[config.mk]
export PLATFORM = sky130hd
export DESIGN_NAME = smv_vote_top
export DESIGN_NICKNAME = d
export VERILOG_FILES = /design/src/include/smv_pkg.sv /design/src/include/smv_div_if.sv /design/src/core/smv_avg_div.sv /design/src/core/smv_vote_top.sv
export SDC_FILE = /design/constraint.sdc
export NUM_CORES = 2
export LEC_CHECK = 0
export BUFFER_PORTS_ARGS = -buffer_cell sky130_fd_sc_hd__buf_4
export CAP_MARGIN = 15
export CORE_MARGIN = 10
export CORE_UTILIZATION = 40
export CTS_BUF_LIST = sky130_fd_sc_hd__clkbuf_8
export DETAILED_ROUTE_END_ITERATION = 10
export SYNTH_ARGS = -nofsm -noshare
export SYNTH_HDL_FRONTEND = slang
export SYNTH_SLANG_ARGS = --single-unit
[constraint.sdc]
create_clock -name ref_clk_i -period 8.8 [get_ports ref_clk_i]
set_clock_uncertainty 0.15 [all_clocks]
set_input_delay 0.44 -clock ref_clk_i [delete_from_list [all_inputs] [get_ports ref_clk_i]]
set_output_delay 0.44 -clock ref_clk_i [all_outputs]
set_load 0.02 [all_outputs]
[src/include/smv_pkg.sv]
// Constants, types and helper functions shared by the shaft monitor vote logic
// ---------------------------------------------------------------------------
// Notes on behaviour
// - Radial peak-to-peak scale 125 um, optional 250
// - Peak-to-peak taken straight from transducer input
// - Radial fault 125 um inside range, floor 250
// - Radial X-Y pair, selectable 1oo2/2oo2, 2oo2 default
// - Radial 2oo2 needs both for delay; fault alarms
// - Contact plus enable multiplies radial setpoints by 2/3
// - Multiplier indicator; amplitude outputs left untouched
// - No runout or noise subtraction anywhere
// - Axial full scale -1 mm to +1 mm
// - Axial fault at range end, floor 250 um
// - Axial pair, own zero/gain, shared setpoints
// - Axial 1oo2/2oo2 select, at-or-beyond counts
// - Axial 2oo2 needs joint uninterrupted delay
// - Single axial failure: fault plus alert only
// - Axial 2oo2 trips on three listed cases
// - Axial display direction per channel, rising default
// - Rod drop display +-9.99 mm, 1 um steps
// - Rod fault at range end, floor 1 mm
// - Rod danger when any sensor reaches setpoint
// - Rod scale 7.87 or 3.94 mV/um, +-50% trim
// - Rod triggered or stroke-average display modes
// - Rod baseline reset command zeroes wear reading
// - Danger persistence 1 to 3 s, 1 s default
// ---------------------------------------------------------------------------
package smv_pkg;

  localparam int unsigned CLK_HZ         = 125_000_000;
  localparam int unsigned PERSIST_UNIT_S = 1;
  localparam int unsigned SEC_CYC        = PERSIST_UNIT_S * CLK_HZ;
  localparam logic [1:0]  DLY_SEL_2S     = 2'h2;
  localparam logic [1:0]  DLY_SEL_3S     = 2'h3;

  localparam logic [15:0] RAD_FS_STD_UM   = 16'h007d;
  localparam logic [15:0] RAD_FS_WIDE_UM  = 16'h00fa;
  localparam logic [15:0] RAD_MARGIN_UM   = 16'h007d;
  localparam logic [15:0] RAD_FLOOR_UM    = 16'h00fa;
  localparam logic [15:0] AX_FLOOR_UM     = 16'h00fa;
  localparam logic [15:0] ROD_FLOOR_UM    = 16'h03e8;
  localparam logic [15:0] NO_MARGIN_UM    = 16'h0000;
  localparam logic signed [15:0] AX_FS_UM  = 16'sh03e8;
  localparam logic signed [15:0] ROD_FS_UM = 16'sh2706;

  localparam logic [1:0]  MULT_STD = 2'h3;
  localparam logic [1:0]  MULT_ALT = 2'h2;

  // Reciprocal sensitivity in Q16: 65536/7.87 and 65536/3.94
  localparam logic [15:0] ROD_K_STD  = 16'h2087;
  localparam logic [15:0] ROD_K_LOW  = 16'h40fa;
  localparam logic [8:0]  TRIM_UNITY = 9'h100;
  localparam logic [8:0]  TRIM_MIN   = 9'h080;
  localparam logic [8:0]  TRIM_MAX   = 9'h180;

  typedef enum logic [0:0] {
    ROD_WAIT   = 1'b0,
    ROD_STROKE = 1'b1
  } smv_rod_st_t;

  // Fault when gap sits at or outside the usable window
  function automatic logic smv_fault(input logic [15:0] gap, input logic [15:0] lo,
                                     input logic [15:0] hi, input logic [15:0] margin,
                                     input logic [15:0] floor_um);
    logic [16:0] lo_t;
    logic [16:0] hi_t;
    lo_t = {1'b0, lo} + {1'b0, margin};
    if (lo_t < {1'b0, floor_um}) begin
      lo_t = {1'b0, floor_um};
    end
    hi_t = (hi > margin) ? {1'b0, hi - margin} : 17'h00000;
    return ({1'b0, gap} <= lo_t) || ({1'b0, gap} >= hi_t);
  endfunction : smv_fault

  function automatic logic signed [15:0] smv_clamp(input logic signed [27:0] v,
                                                   input logic signed [15:0] lim);
    if (v > 28'(lim)) begin
      return lim;
    end else if (v < -28'(lim)) begin
      return -lim;
    end
    return v[15:0];
  endfunction : smv_clamp

  function automatic logic [15:0] smv_abs(input logic signed [15:0] v);
    return v[15] ? 16'(-v) : v;
  endfunction : smv_abs

  // Counter restarts whenever the violation drops, so persistence is uninterrupted
  function automatic logic [31:0] smv_persist(input logic [31:0] cnt, input logic cond,
                                              input logic [31:0] lim);
    if (!cond) begin
      return 32'h0000_0000;
    end else if (cnt < lim) begin
      return cnt + 32'h0000_0001;
    end
    return cnt;
  endfunction : smv_persist

endpackage : smv_pkg

[src/include/smv_div_if.sv]
// Request and answer signals between the monitor and its stroke-average divider
`timescale 1ns/1ps
interface smv_div_if #(
  parameter int NUM_W = 40,
  parameter int DEN_W = 24
);
  logic             start;
  logic [NUM_W-1:0] num;
  logic [DEN_W-1:0] den;
  logic             busy;
  logic             done;
  logic [15:0]      quot;

  modport req (output start, output num, output den, input busy, input done, input quot);
  modport div (input start, input num, input den, output busy, output done, output quot);
endinterface : smv_div_if

[src/core/smv_avg_div.sv]
// Serial restoring divider used to average gap over one stroke
`timescale 1ns/1ps
module smv_avg_div #(
  parameter int NUM_W = 40,
  parameter int DEN_W = 24
) (
  input  wire logic ref_clk_i,
  input  wire logic rst_b_i,
  smv_div_if.div    dv
);
  import smv_pkg::*;

  localparam int CW = $clog2(NUM_W + 1);

  if (NUM_W < 16 || DEN_W < 1 || DEN_W > NUM_W) begin : g_chk
    $error("smv_avg_div: unsupported widths");
  end

  typedef struct packed {
    logic             busy;
    logic             done;
    logic [CW-1:0]    cnt;
    logic [DEN_W:0]   rem;
    logic [NUM_W-1:0] quo;
    logic [DEN_W-1:0] den;
    logic [15:0]      quot;
  } smv_div_st_t;

  smv_div_st_t st_ff;
  smv_div_st_t nxt_st;
  logic [DEN_W:0] rem_sh;

  always_comb begin
    nxt_st      = st_ff;
    nxt_st.done = 1'b0;
    rem_sh      = {st_ff.rem[DEN_W-1:0], st_ff.quo[NUM_W-1]};
    if (!st_ff.busy) begin
      if (dv.start) begin
        nxt_st.busy = 1'b1;
        nxt_st.cnt  = CW'(NUM_W);
        nxt_st.rem  = '0;
        nxt_st.quo  = dv.num;
        nxt_st.den  = dv.den;
      end
    end else begin
      if (rem_sh >= {1'b0, st_ff.den}) begin
        nxt_st.rem = rem_sh - {1'b0, st_ff.den};
        nxt_st.quo = {st_ff.quo[NUM_W-2:0], 1'b1};
      end else begin
        nxt_st.rem = rem_sh;
        nxt_st.quo = {st_ff.quo[NUM_W-2:0], 1'b0};
      end
      nxt_st.cnt = st_ff.cnt - CW'(1);
      if (st_ff.cnt == CW'(1)) begin
        nxt_st.busy = 1'b0;
        nxt_st.done = 1'b1;
        // Mean never exceeds a 16-bit sample
        nxt_st.quot = nxt_st.quo[15:0];
      end
    end
  end

  always_ff @(posedge ref_clk_i or negedge rst_b_i) begin
    if (!rst_b_i) begin
      st_ff <= '0;
    end else begin
      st_ff <= nxt_st;
    end
  end

  assign dv.busy = st_ff.busy;
  assign dv.done = st_ff.done;
  assign dv.quot = st_ff.quot;

endmodule : smv_avg_div

[src/core/smv_vote_top.sv]
// Radial, axial and rod drop channel evaluation with shutdown voting
`timescale 1ns/1ps
module smv_vote_top #(
  parameter int unsigned SEC_CYC_P = smv_pkg::SEC_CYC,
  parameter int          AVG_NUM_W = 40,
  parameter int          AVG_DEN_W = 24
) (
  input  wire logic                ref_clk_i,
  input  wire logic                rst_b_i,
  // Configuration
  input  wire logic                rad_range_wide_i,
  input  wire logic                rad_vote_single_i,
  input  wire logic                mult_en_i,
  input  wire logic                mult_two_i,
  input  wire logic                mult_contact_i,
  input  wire logic [1:0]          delay_sel_i,
  input  wire logic                ax_vote_single_i,
  input  wire logic [1:0]          ax_dir_down_i,
  input  wire logic                rod_sf_low_i,
  input  wire logic [8:0]          rod_trim_i,
  input  wire logic                rod_avg_mode_i,
  input  wire logic [23:0]         rod_trig_dly_i,
  input  wire logic                phase_ref_i,
  input  wire logic                rod_base_rst_i,
  // Setpoints and linear ranges
  input  wire logic [15:0]         rad_alert_sp_i,
  input  wire logic [15:0]         rad_danger_sp_i,
  input  wire logic [15:0]         ax_alert_sp_i,
  input  wire logic [15:0]         ax_danger_sp_i,
  input  wire logic [15:0]         rod_alert_sp_i,
  input  wire logic [15:0]         rod_danger_sp_i,
  input  wire logic [15:0]         rad_lin_lo_i,
  input  wire logic [15:0]         rad_lin_hi_i,
  input  wire logic [15:0]         ax_lin_lo_i,
  input  wire logic [15:0]         ax_lin_hi_i,
  input  wire logic [15:0]         rod_lin_lo_i,
  input  wire logic [15:0]         rod_lin_hi_i,
  // Measurements
  input  wire logic [15:0]         rad_pp_x_i,
  input  wire logic [15:0]         rad_pp_y_i,
  input  wire logic [15:0]         rad_gap_x_i,
  input  wire logic [15:0]         rad_gap_y_i,
  input  wire logic signed [15:0]  ax_raw_a_i,
  input  wire logic signed [15:0]  ax_raw_b_i,
  input  wire logic [15:0]         ax_gap_a_i,
  input  wire logic [15:0]         ax_gap_b_i,
  input  wire logic signed [15:0]  ax_zero_a_i,
  input  wire logic signed [15:0]  ax_zero_b_i,
  input  wire logic [9:0]          ax_gain_a_i,
  input  wire logic [9:0]          ax_gain_b_i,
  input  wire logic [15:0]         rod_gap_mv_i,
  // Relays and indications
  output logic                     rad_alert_o,
  output logic                     rad_danger_o,
  output logic                     ax_alert_o,
  output logic                     ax_danger_o,
  output logic                     rod_alert_o,
  output logic                     rod_danger_o,
  output logic                     circuit_fault_o,
  output logic [4:0]               fault_o,
  output logic                     mult_active_o,
  output logic                     rad_over_o,
  output logic [15:0]              rad_pp_x_o,
  output logic [15:0]              rad_pp_y_o,
  output logic signed [15:0]       ax_pos_a_o,
  output logic signed [15:0]       ax_pos_b_o,
  output logic signed [15:0]       rod_drop_o
);
  import smv_pkg::*;

  if (SEC_CYC_P < 1 || 64'(SEC_CYC_P) * 64'd3 > 64'h0000_0000_ffff_ffff) begin : g_chk_sec
    $error("smv_vote_top: SEC_CYC_P out of range");
  end
  if (AVG_DEN_W < 8 || AVG_NUM_W < AVG_DEN_W + 16) begin : g_chk_avg
    $error("smv_vote_top: average widths too small");
  end

  // -------------------------------------------------------------------------
  // State
  // -------------------------------------------------------------------------
  typedef struct packed {
    logic [1:0]            mc_s;
    logic [1:0]            ph_s;
    logic                  ph_d;
    logic [1:0]            br_s;
    logic                  br_d;
    logic [31:0]           rad_cnt;
    logic [31:0]           ax_cnt;
    logic [31:0]           rod_cnt;
    smv_rod_st_t           rod_st;
    logic [AVG_NUM_W-1:0]  sum;
    logic [AVG_DEN_W-1:0]  nsamp;
    logic [23:0]           trig_cnt;
    logic                  trig_arm;
    logic [15:0]           trig_val;
    logic [15:0]           avg_val;
    logic [15:0]           base;
    logic                  div_go;
    logic [AVG_NUM_W-1:0]  div_num;
    logic [AVG_DEN_W-1:0]  div_den;
    logic                  rad_alert;
    logic                  rad_danger;
    logic                  ax_alert;
    logic                  ax_danger;
    logic                  rod_alert;
    logic                  rod_danger;
    logic [4:0]            fault;
    logic                  mult_on;
    logic                  rad_over;
    logic [15:0]           pp_x;
    logic [15:0]           pp_y;
    logic signed [15:0]    pos_a;
    logic signed [15:0]    pos_b;
    logic signed [15:0]    drop;
  } smv_top_st_t;

  smv_top_st_t st_ff;
  smv_top_st_t nxt_st;

  smv_div_if #(.NUM_W(AVG_NUM_W), .DEN_W(AVG_DEN_W)) div_bus ();

  smv_avg_div #(.NUM_W(AVG_NUM_W), .DEN_W(AVG_DEN_W)) u_avg_div (
    .ref_clk_i (ref_clk_i),
    .rst_b_i   (rst_b_i),
    .dv        (div_bus.div)
  );

  assign div_bus.start = st_ff.div_go;
  assign div_bus.num   = st_ff.div_num;
  assign div_bus.den   = st_ff.div_den;

  // -------------------------------------------------------------------------
  // Combinational evaluation
  // -------------------------------------------------------------------------
  logic [31:0]        dly_lim;
  logic [1:0]         mult;
  logic [17:0]        rad_alert_eff;
  logic [17:0]        rad_danger_eff;
  logic [15:0]        rad_fs;
  logic               fx;
  logic               fy;
  logic               dx;
  logic               dy;
  logic               rad_cond;
  logic signed [16:0] dev_a;
  logic signed [16:0] dev_b;
  logic signed [27:0] scl_a;
  logic signed [27:0] scl_b;
  logic signed [15:0] pa;
  logic signed [15:0] pb;
  logic               fa;
  logic               fb;
  logic               va;
  logic               vb;
  logic               ax_cond;
  logic [8:0]         trim;
  logic [24:0]        k_eff;
  logic [40:0]        rod_prod;
  logic [15:0]        rod_um;
  logic               frod;
  logic               ph_edge;
  logic               br_edge;
  logic [15:0]        rod_val;
  logic signed [15:0] rod_drop;
  logic               rod_cond;

  always_comb begin
    nxt_st = st_ff;

    // Contact, phase reference and baseline reset inputs pass two flops before use
    nxt_st.mc_s = {st_ff.mc_s[0], mult_contact_i};
    nxt_st.ph_s = {st_ff.ph_s[0], phase_ref_i};
    nxt_st.br_s = {st_ff.br_s[0], rod_base_rst_i};
    nxt_st.ph_d = st_ff.ph_s[1];
    nxt_st.br_d = st_ff.br_s[1];
    ph_edge     = st_ff.ph_s[1] & ~st_ff.ph_d;
    br_edge     = st_ff.br_s[1] & ~st_ff.br_d;

    if (delay_sel_i == DLY_SEL_3S) begin
      dly_lim = 32'(SEC_CYC_P) * 32'd3;
    end else if (delay_sel_i == DLY_SEL_2S) begin
      dly_lim = 32'(SEC_CYC_P) * 32'd2;
    end else begin
      dly_lim = 32'(SEC_CYC_P);
    end

    // Radial pair
    nxt_st.mult_on = mult_en_i & st_ff.mc_s[1];
    mult           = mult_two_i ? MULT_ALT : MULT_STD;
    if (st_ff.mult_on) begin
      rad_alert_eff  = 18'(rad_alert_sp_i) * 18'(mult);
      rad_danger_eff = 18'(rad_danger_sp_i) * 18'(mult);
    end else begin
      rad_alert_eff  = 18'(rad_alert_sp_i);
      rad_danger_eff = 18'(rad_danger_sp_i);
    end
    rad_fs = rad_range_wide_i ? RAD_FS_WIDE_UM : RAD_FS_STD_UM;
    fx = smv_fault(rad_gap_x_i, rad_lin_lo_i, rad_lin_hi_i, RAD_MARGIN_UM, RAD_FLOOR_UM);
    fy = smv_fault(rad_gap_y_i, rad_lin_lo_i, rad_lin_hi_i, RAD_MARGIN_UM, RAD_FLOOR_UM);
    // Peak-to-peak used as delivered; nothing is subtracted
    dx = !fx && (18'(rad_pp_x_i) >= rad_danger_eff);
    dy = !fy && (18'(rad_pp_y_i) >= rad_danger_eff);
    // A failed channel never votes, so one failure only raises the fault
    rad_cond = rad_vote_single_i ? (dx | dy) : (dx & dy);
    nxt_st.rad_cnt    = smv_persist(st_ff.rad_cnt, rad_cond, dly_lim);
    nxt_st.rad_danger = rad_cond && (nxt_st.rad_cnt >= dly_lim);
    nxt_st.rad_alert  = (!fx && (18'(rad_pp_x_i) >= rad_alert_eff)) ||
                        (!fy && (18'(rad_pp_y_i) >= rad_alert_eff));
    nxt_st.rad_over   = (rad_pp_x_i > rad_fs) || (rad_pp_y_i > rad_fs);
    nxt_st.pp_x       = rad_pp_x_i;
    nxt_st.pp_y       = rad_pp_y_i;

    // Axial pair, gain in Q8
    dev_a = 17'(ax_raw_a_i) - 17'(ax_zero_a_i);
    dev_b = 17'(ax_raw_b_i) - 17'(ax_zero_b_i);
    scl_a = (28'(dev_a) * $signed({18'h00000, ax_gain_a_i})) >>> 8;
    scl_b = (28'(dev_b) * $signed({18'h00000, ax_gain_b_i})) >>> 8;
    if (ax_dir_down_i[0]) begin
      scl_a = -scl_a;
    end
    if (ax_dir_down_i[1]) begin
      scl_b = -scl_b;
    end
    pa = smv_clamp(scl_a, AX_FS_UM);
    pb = smv_clamp(scl_b, AX_FS_UM);
    fa = smv_fault(ax_gap_a_i, ax_lin_lo_i, ax_lin_hi_i, NO_MARGIN_UM, AX_FLOOR_UM);
    fb = smv_fault(ax_gap_b_i, ax_lin_lo_i, ax_lin_hi_i, NO_MARGIN_UM, AX_FLOOR_UM);
    va = !fa && (smv_abs(pa) >= ax_danger_sp_i);
    vb = !fb && (smv_abs(pb) >= ax_danger_sp_i);
    if (ax_vote_single_i) begin
      ax_cond = va | vb | (fa & fb);
    end else begin
      ax_cond = (fa & fb) | (fa & vb) | (fb & va) | (va & vb);
    end
    nxt_st.ax_cnt    = smv_persist(st_ff.ax_cnt, ax_cond, dly_lim);
    nxt_st.ax_danger = ax_cond && (nxt_st.ax_cnt >= dly_lim);
    nxt_st.ax_alert  = fa || fb ||
                       (smv_abs(pa) >= ax_alert_sp_i) || (smv_abs(pb) >= ax_alert_sp_i);
    nxt_st.pos_a     = pa;
    nxt_st.pos_b     = pb;

    // Rod drop: gap volts to micrometres via trimmed reciprocal scale
    if (rod_trim_i < TRIM_MIN) begin
      trim = TRIM_MIN;
    end else if (rod_trim_i > TRIM_MAX) begin
      trim = TRIM_MAX;
    end else begin
      trim = rod_trim_i;
    end
    k_eff    = (25'(rod_sf_low_i ? ROD_K_LOW : ROD_K_STD) * 25'(trim)) >> 8;
    rod_prod = 41'(rod_gap_mv_i) * 41'(k_eff);
    rod_um   = (rod_prod[40:32] != 9'h000) ? 16'hffff : rod_prod[31:16];
    frod     = smv_fault(rod_um, rod_lin_lo_i, rod_lin_hi_i, NO_MARGIN_UM, ROD_FLOOR_UM);

    nxt_st.div_go = 1'b0;
    case (st_ff.rod_st)
      ROD_WAIT: begin
        if (ph_edge) begin
          nxt_st.rod_st   = ROD_STROKE;
          nxt_st.sum      = '0;
          nxt_st.nsamp    = '0;
          nxt_st.trig_cnt = rod_trig_dly_i;
          nxt_st.trig_arm = 1'b1;
        end
      end
      ROD_STROKE: begin
        if (ph_edge) begin
          // One stroke per phase reference mark; a busy divider skips a stroke
          if (st_ff.nsamp != '0 && !div_bus.busy && !st_ff.div_go) begin
            nxt_st.div_go  = 1'b1;
            nxt_st.div_num = st_ff.sum;
            nxt_st.div_den = st_ff.nsamp;
          end
          nxt_st.sum      = AVG_NUM_W'(rod_um);
          nxt_st.nsamp    = AVG_DEN_W'(1);
          nxt_st.trig_cnt = rod_trig_dly_i;
          nxt_st.trig_arm = 1'b1;
        end else if (st_ff.nsamp != '1) begin
          // Accumulation stops at a full count rather than wrapping
          nxt_st.sum   = st_ff.sum + AVG_NUM_W'(rod_um);
          nxt_st.nsamp = st_ff.nsamp + AVG_DEN_W'(1);
        end
        if (!ph_edge && st_ff.trig_arm) begin
          if (st_ff.trig_cnt == 24'h000000) begin
            nxt_st.trig_val = rod_um;
            nxt_st.trig_arm = 1'b0;
          end else begin
            nxt_st.trig_cnt = st_ff.trig_cnt - 24'h000001;
          end
        end
      end
      default: begin
        nxt_st.rod_st = ROD_WAIT;
      end
    endcase
    if (div_bus.done) begin
      nxt_st.avg_val = div_bus.quot;
    end

    rod_val = rod_avg_mode_i ? st_ff.avg_val : st_ff.trig_val;
    if (br_edge) begin
      nxt_st.base = rod_val;
    end
    rod_drop = smv_clamp(28'(rod_val) - 28'(st_ff.base), ROD_FS_UM);
    rod_cond = !frod && (smv_abs(rod_drop) >= rod_danger_sp_i);
    nxt_st.rod_cnt    = smv_persist(st_ff.rod_cnt, rod_cond, dly_lim);
    nxt_st.rod_danger = rod_cond && (nxt_st.rod_cnt >= dly_lim);
    nxt_st.rod_alert  = !frod && (smv_abs(rod_drop) >= rod_alert_sp_i);
    nxt_st.drop       = rod_drop;

    nxt_st.fault = {frod, fb, fa, fy, fx};
  end

  // -------------------------------------------------------------------------
  // Registers
  // -------------------------------------------------------------------------
  always_ff @(posedge ref_clk_i or negedge rst_b_i) begin
    if (!rst_b_i) begin
      st_ff <= '0;
    end else begin
      st_ff <= nxt_st;
    end
  end

  assign rad_alert_o     = st_ff.rad_alert;
  assign rad_danger_o    = st_ff.rad_danger;
  assign ax_alert_o      = st_ff.ax_alert;
  assign ax_danger_o     = st_ff.ax_danger;
  assign rod_alert_o     = st_ff.rod_alert;
  assign rod_danger_o    = st_ff.rod_danger;
  assign fault_o         = st_ff.fault;
  assign circuit_fault_o = |st_ff.fault;
  assign mult_active_o   = st_ff.mult_on;
  assign rad_over_o      = st_ff.rad_over;
  assign rad_pp_x_o      = st_ff.pp_x;
  assign rad_pp_y_o      = st_ff.pp_y;
  assign ax_pos_a_o      = st_ff.pos_a;
  assign ax_pos_b_o      = st_ff.pos_b;
  assign rod_drop_o      = st_ff.drop;

endmodule : smv_vote_top

==> out/results.ini <==
[status]
status=finished, violations left
violations=negative setup slack

[cts]
clk-insertion-delay-late_ns=0.79
clk_pin_slew_worst_paths_ns=0.07
numClockSinks=512
cts_max_level=3
cts-root-to-sink-buffers=3
cts_buffers=89
cts_tree=built
clock-root-buffer=clkbuf_8

[sta]
setup_total_negative_slack_ns=-434.50
report.final.slew_viol_count=0
setup_slack_ns=-5.402
unrepaired_setup_endpoints_after_global_routing=yes
timing.final.hold_violations=0
final_report_setup_violation_count=145
timing.fmax_mhz=70.41
slew_headroom_pct=26.09
worst-slew-pin-transition_ns=1.109
timing.final.crit_share_pct=161.4
finalCriticalPeriod_ns=14.20

[detailed_routing]
final_routed_wirelength_across_all_metal_layers_um=200400
first_pass_iters=6
drc_violation_total_after_the_first_tritonroute_iteration=3145
ant_nets=0
drt-wirelength-per-cell_um=17.48
route.detailed.vias_per_inst=5.133
drc=0
route.vias.total=58840

[setup_path]
arrival_ns=14.73
timing.critical_path.max_delay_family=adder cells
timing.critical_path.to_type=flip-flop
crit-reg2reg-launch=st_ff[190]$_DFFE_PN0P_
crit_path_top_delay_cell=fa_1
timing_worst_setup_path_type=in -> reg
critical_path_buffer_and_inverter_count=12
cp_data_required_time_ns=9.33
cpMostUsedCell=fa_1
worstSetupStartpoint=rod_trim_i[7]
crit_path_max_fanout=7
crit_path_start_kind=input port
cp_slowest_stage_delay_ns=0.59

[final_layout]
fin_nets=11020
filler_cell_count=14940
syn2layout_area_growth_pct=31.86
post_route_cells_drive_above_1_share_pct=27.15

[global_route]
maximum_number_of_pins_on_one_net_before_global_route_repair=96
globalRouteOverflowTotal=0
grt_antenna_before_repair=11
first_global_vias=61580
grt_first_pass_wirelength_um=322300
grt_use_total_pct=21.70

[yosys]
distinct_cell_type_count_after_synthesis=114
synth_seq_area_share_pct=19.65
postSynthCellCount=7616
netlist_top_cells_area=dfrtp_1 20%, fa_1 17%, ha_1 16%
most_repeated_cell_in_the_gate_level_netlist_after_synthesis=inv_1
netlist_area_um2=65190
post_synth_edffs=0
area_share_of_the_leading_cell_type_in_the_synthesized_netlist_pct=19.65
synth.avg_cell_area_um2=8.560
postSynthRegisterBits=512
ys_dominant_reg_cell=dfrtp_1
synth_largest_area_cell=dfrtp_1
post_synth_most_frequent_cells=1034 x inv_1, 931 x nand2_1, 830 x ha_1, 543 x fa_1, 512 x dfrtp_1
synth-async-reset-ratio_pct=100.0
synth-warning-count=0

[place]
io_buffer_count=530
place_hpwl_um=163600
finalWeightedCongestion=0.9170

[job]
cap_violations=0

[floorplan]
area_of_the_core_region_um2=162400
fp.dieArea_um2=179500
num_ports=531
std_cell_rows=148
floorplan.initialDensity_pct=40.14
die_h_um=423.7
die_w_um=423.7

[min_path]
holdCritPathClass=in -> async

state kept, by name, indices dropped and copies added, names as in the netlist, 5 cells and up:
signal and cells:
ax_pos_b_o 16, rad_pp_x_o 16, div_bus.den 24, u_avg_div.rem_sh 25
fault_o 5, u_avg_div.st_ff 69, st_ff 237, div_bus.num 40
nxt_st 5, rod_drop_o 16, ax_pos_a_o 16, u_avg_div.dv.quot 16
rad_pp_y_o 16
cell type report:
cell class | instances | area [um2] | share of cell area (%)
multi-input combinational | 5763 | 50040 | 58.21
inverter | 1035 | 3900 | 4.537
antenna | 4 | 10.01 | 0.01164
clock inverter | 48 | 473.0 | 0.5502
timing repair buffer | 1810 | 14400 | 16.75
sequential | 512 | 12820 | 14.91
clock buffer | 116 | 1597 | 1.857
tap | 2175 | 2721 | 3.166
placed cells by master, fill, tap and decap left out, drive strengths merged, types with 84 or more instances in the layout:
master,n
buf,1745
inv,1053
nand2,931
ha,830
fa,543
dfrtp,512
nor2,473
o21ai,345
a21oi,305
and2,238
nand3,182
a21o,178
xnor2,170
xor2,139
nor3,130
nor2b,124
clkbuf,116
nand4,96
mux2i,84
path summary, 6_finish.rpt:
path                                                   end  slack (ns)  cells past startpoint
setup / recovery                    rod_danger_o$_DFF_PN0_       -5.40                     72
hold reg to reg                      nxt_st[392]$_DFF_PN0_        0.20                      0
setup reg to reg                    rod_danger_o$_DFF_PN0_       -0.25                     43
hold / removal                        st_ff[319]$_DFF_PN0_        0.06                      2
min in group ref_clk_i                ax_alert_o$_DFF_PN0_        0.10                      6
max in group asynchronous  u_avg_div.st_ff[59]$_DFFE_PN0P_        6.36                      4
timing repair:
action / CTS / global route
setup buffers: 141 / 62
pin swaps: 202 / 210
gates cloned: 3 / 0
resized for setup: 247 / 289
endpoints found under the setup margin: 151 / 157
hold endpoints to repair: 158 / 0
hold buffers: 65 / 0
routing by layer:
| layer | vias to the layer above | share of wire, % | GRT usage, % | wire length (um) |
|---|---|---|---|---|
| li1 | 28710 | - | - | - |
| met3 | 300 | 4.3 | 2.745 | 8650 |
| met2 | 1261 | 49 | 38.52 | 98730 |
| met1 | 28560 | 42 | 26.79 | 85120 |
| met5 | - | 0 | 0 | 0 |
| met4 | 0 | 3.9 | 7.930 | 7887 |
cell families (layout without fill, tap and decap cells):
group,after synthesis,count (layout),share of synthesized area [%]
other,1,35,0.005752
buffers and inverters,1372,3009,8.495
muxes,136,136,2.188
adders and majority gates,1373,1373,32.60
and+or+nand+nor,2535,2535,18.79
xor gates and xnor gates,309,309,4.192
DFF,512,512,19.65
AOI/OAI and AO/OA,1378,1379,14.07
through the flow:
| stage | hold WS (ns) | utilization [%] | setup WS, ns | instance area [um2] | cells |
|---|---|---|---|---|---|
| 5_1_grt | 0.09520 | 52.93 | -5.959 | 85960 | 11460 |
| 6_report | 0.06015 | 52.93 | -5.402 | 85960 | 11460 |
| 3_3_place_gp | 0.1867 | 48.95 | -6.188 | 79500 | 11050 |
| 3_5_place_dp | 0.1847 | 48.95 | -6.471 | 79500 | 11050 |
| 2_1_floorplan | -0.005591 | - | -5.493 | 66640 | 7646 |
| 4_1_cts | 0.01128 | 51.94 | -5.144 | 84350 | 11420 |
Power is not shown: default switching activity piles up to over one toggle a cycle in this logic, so the estimate is an artifact.
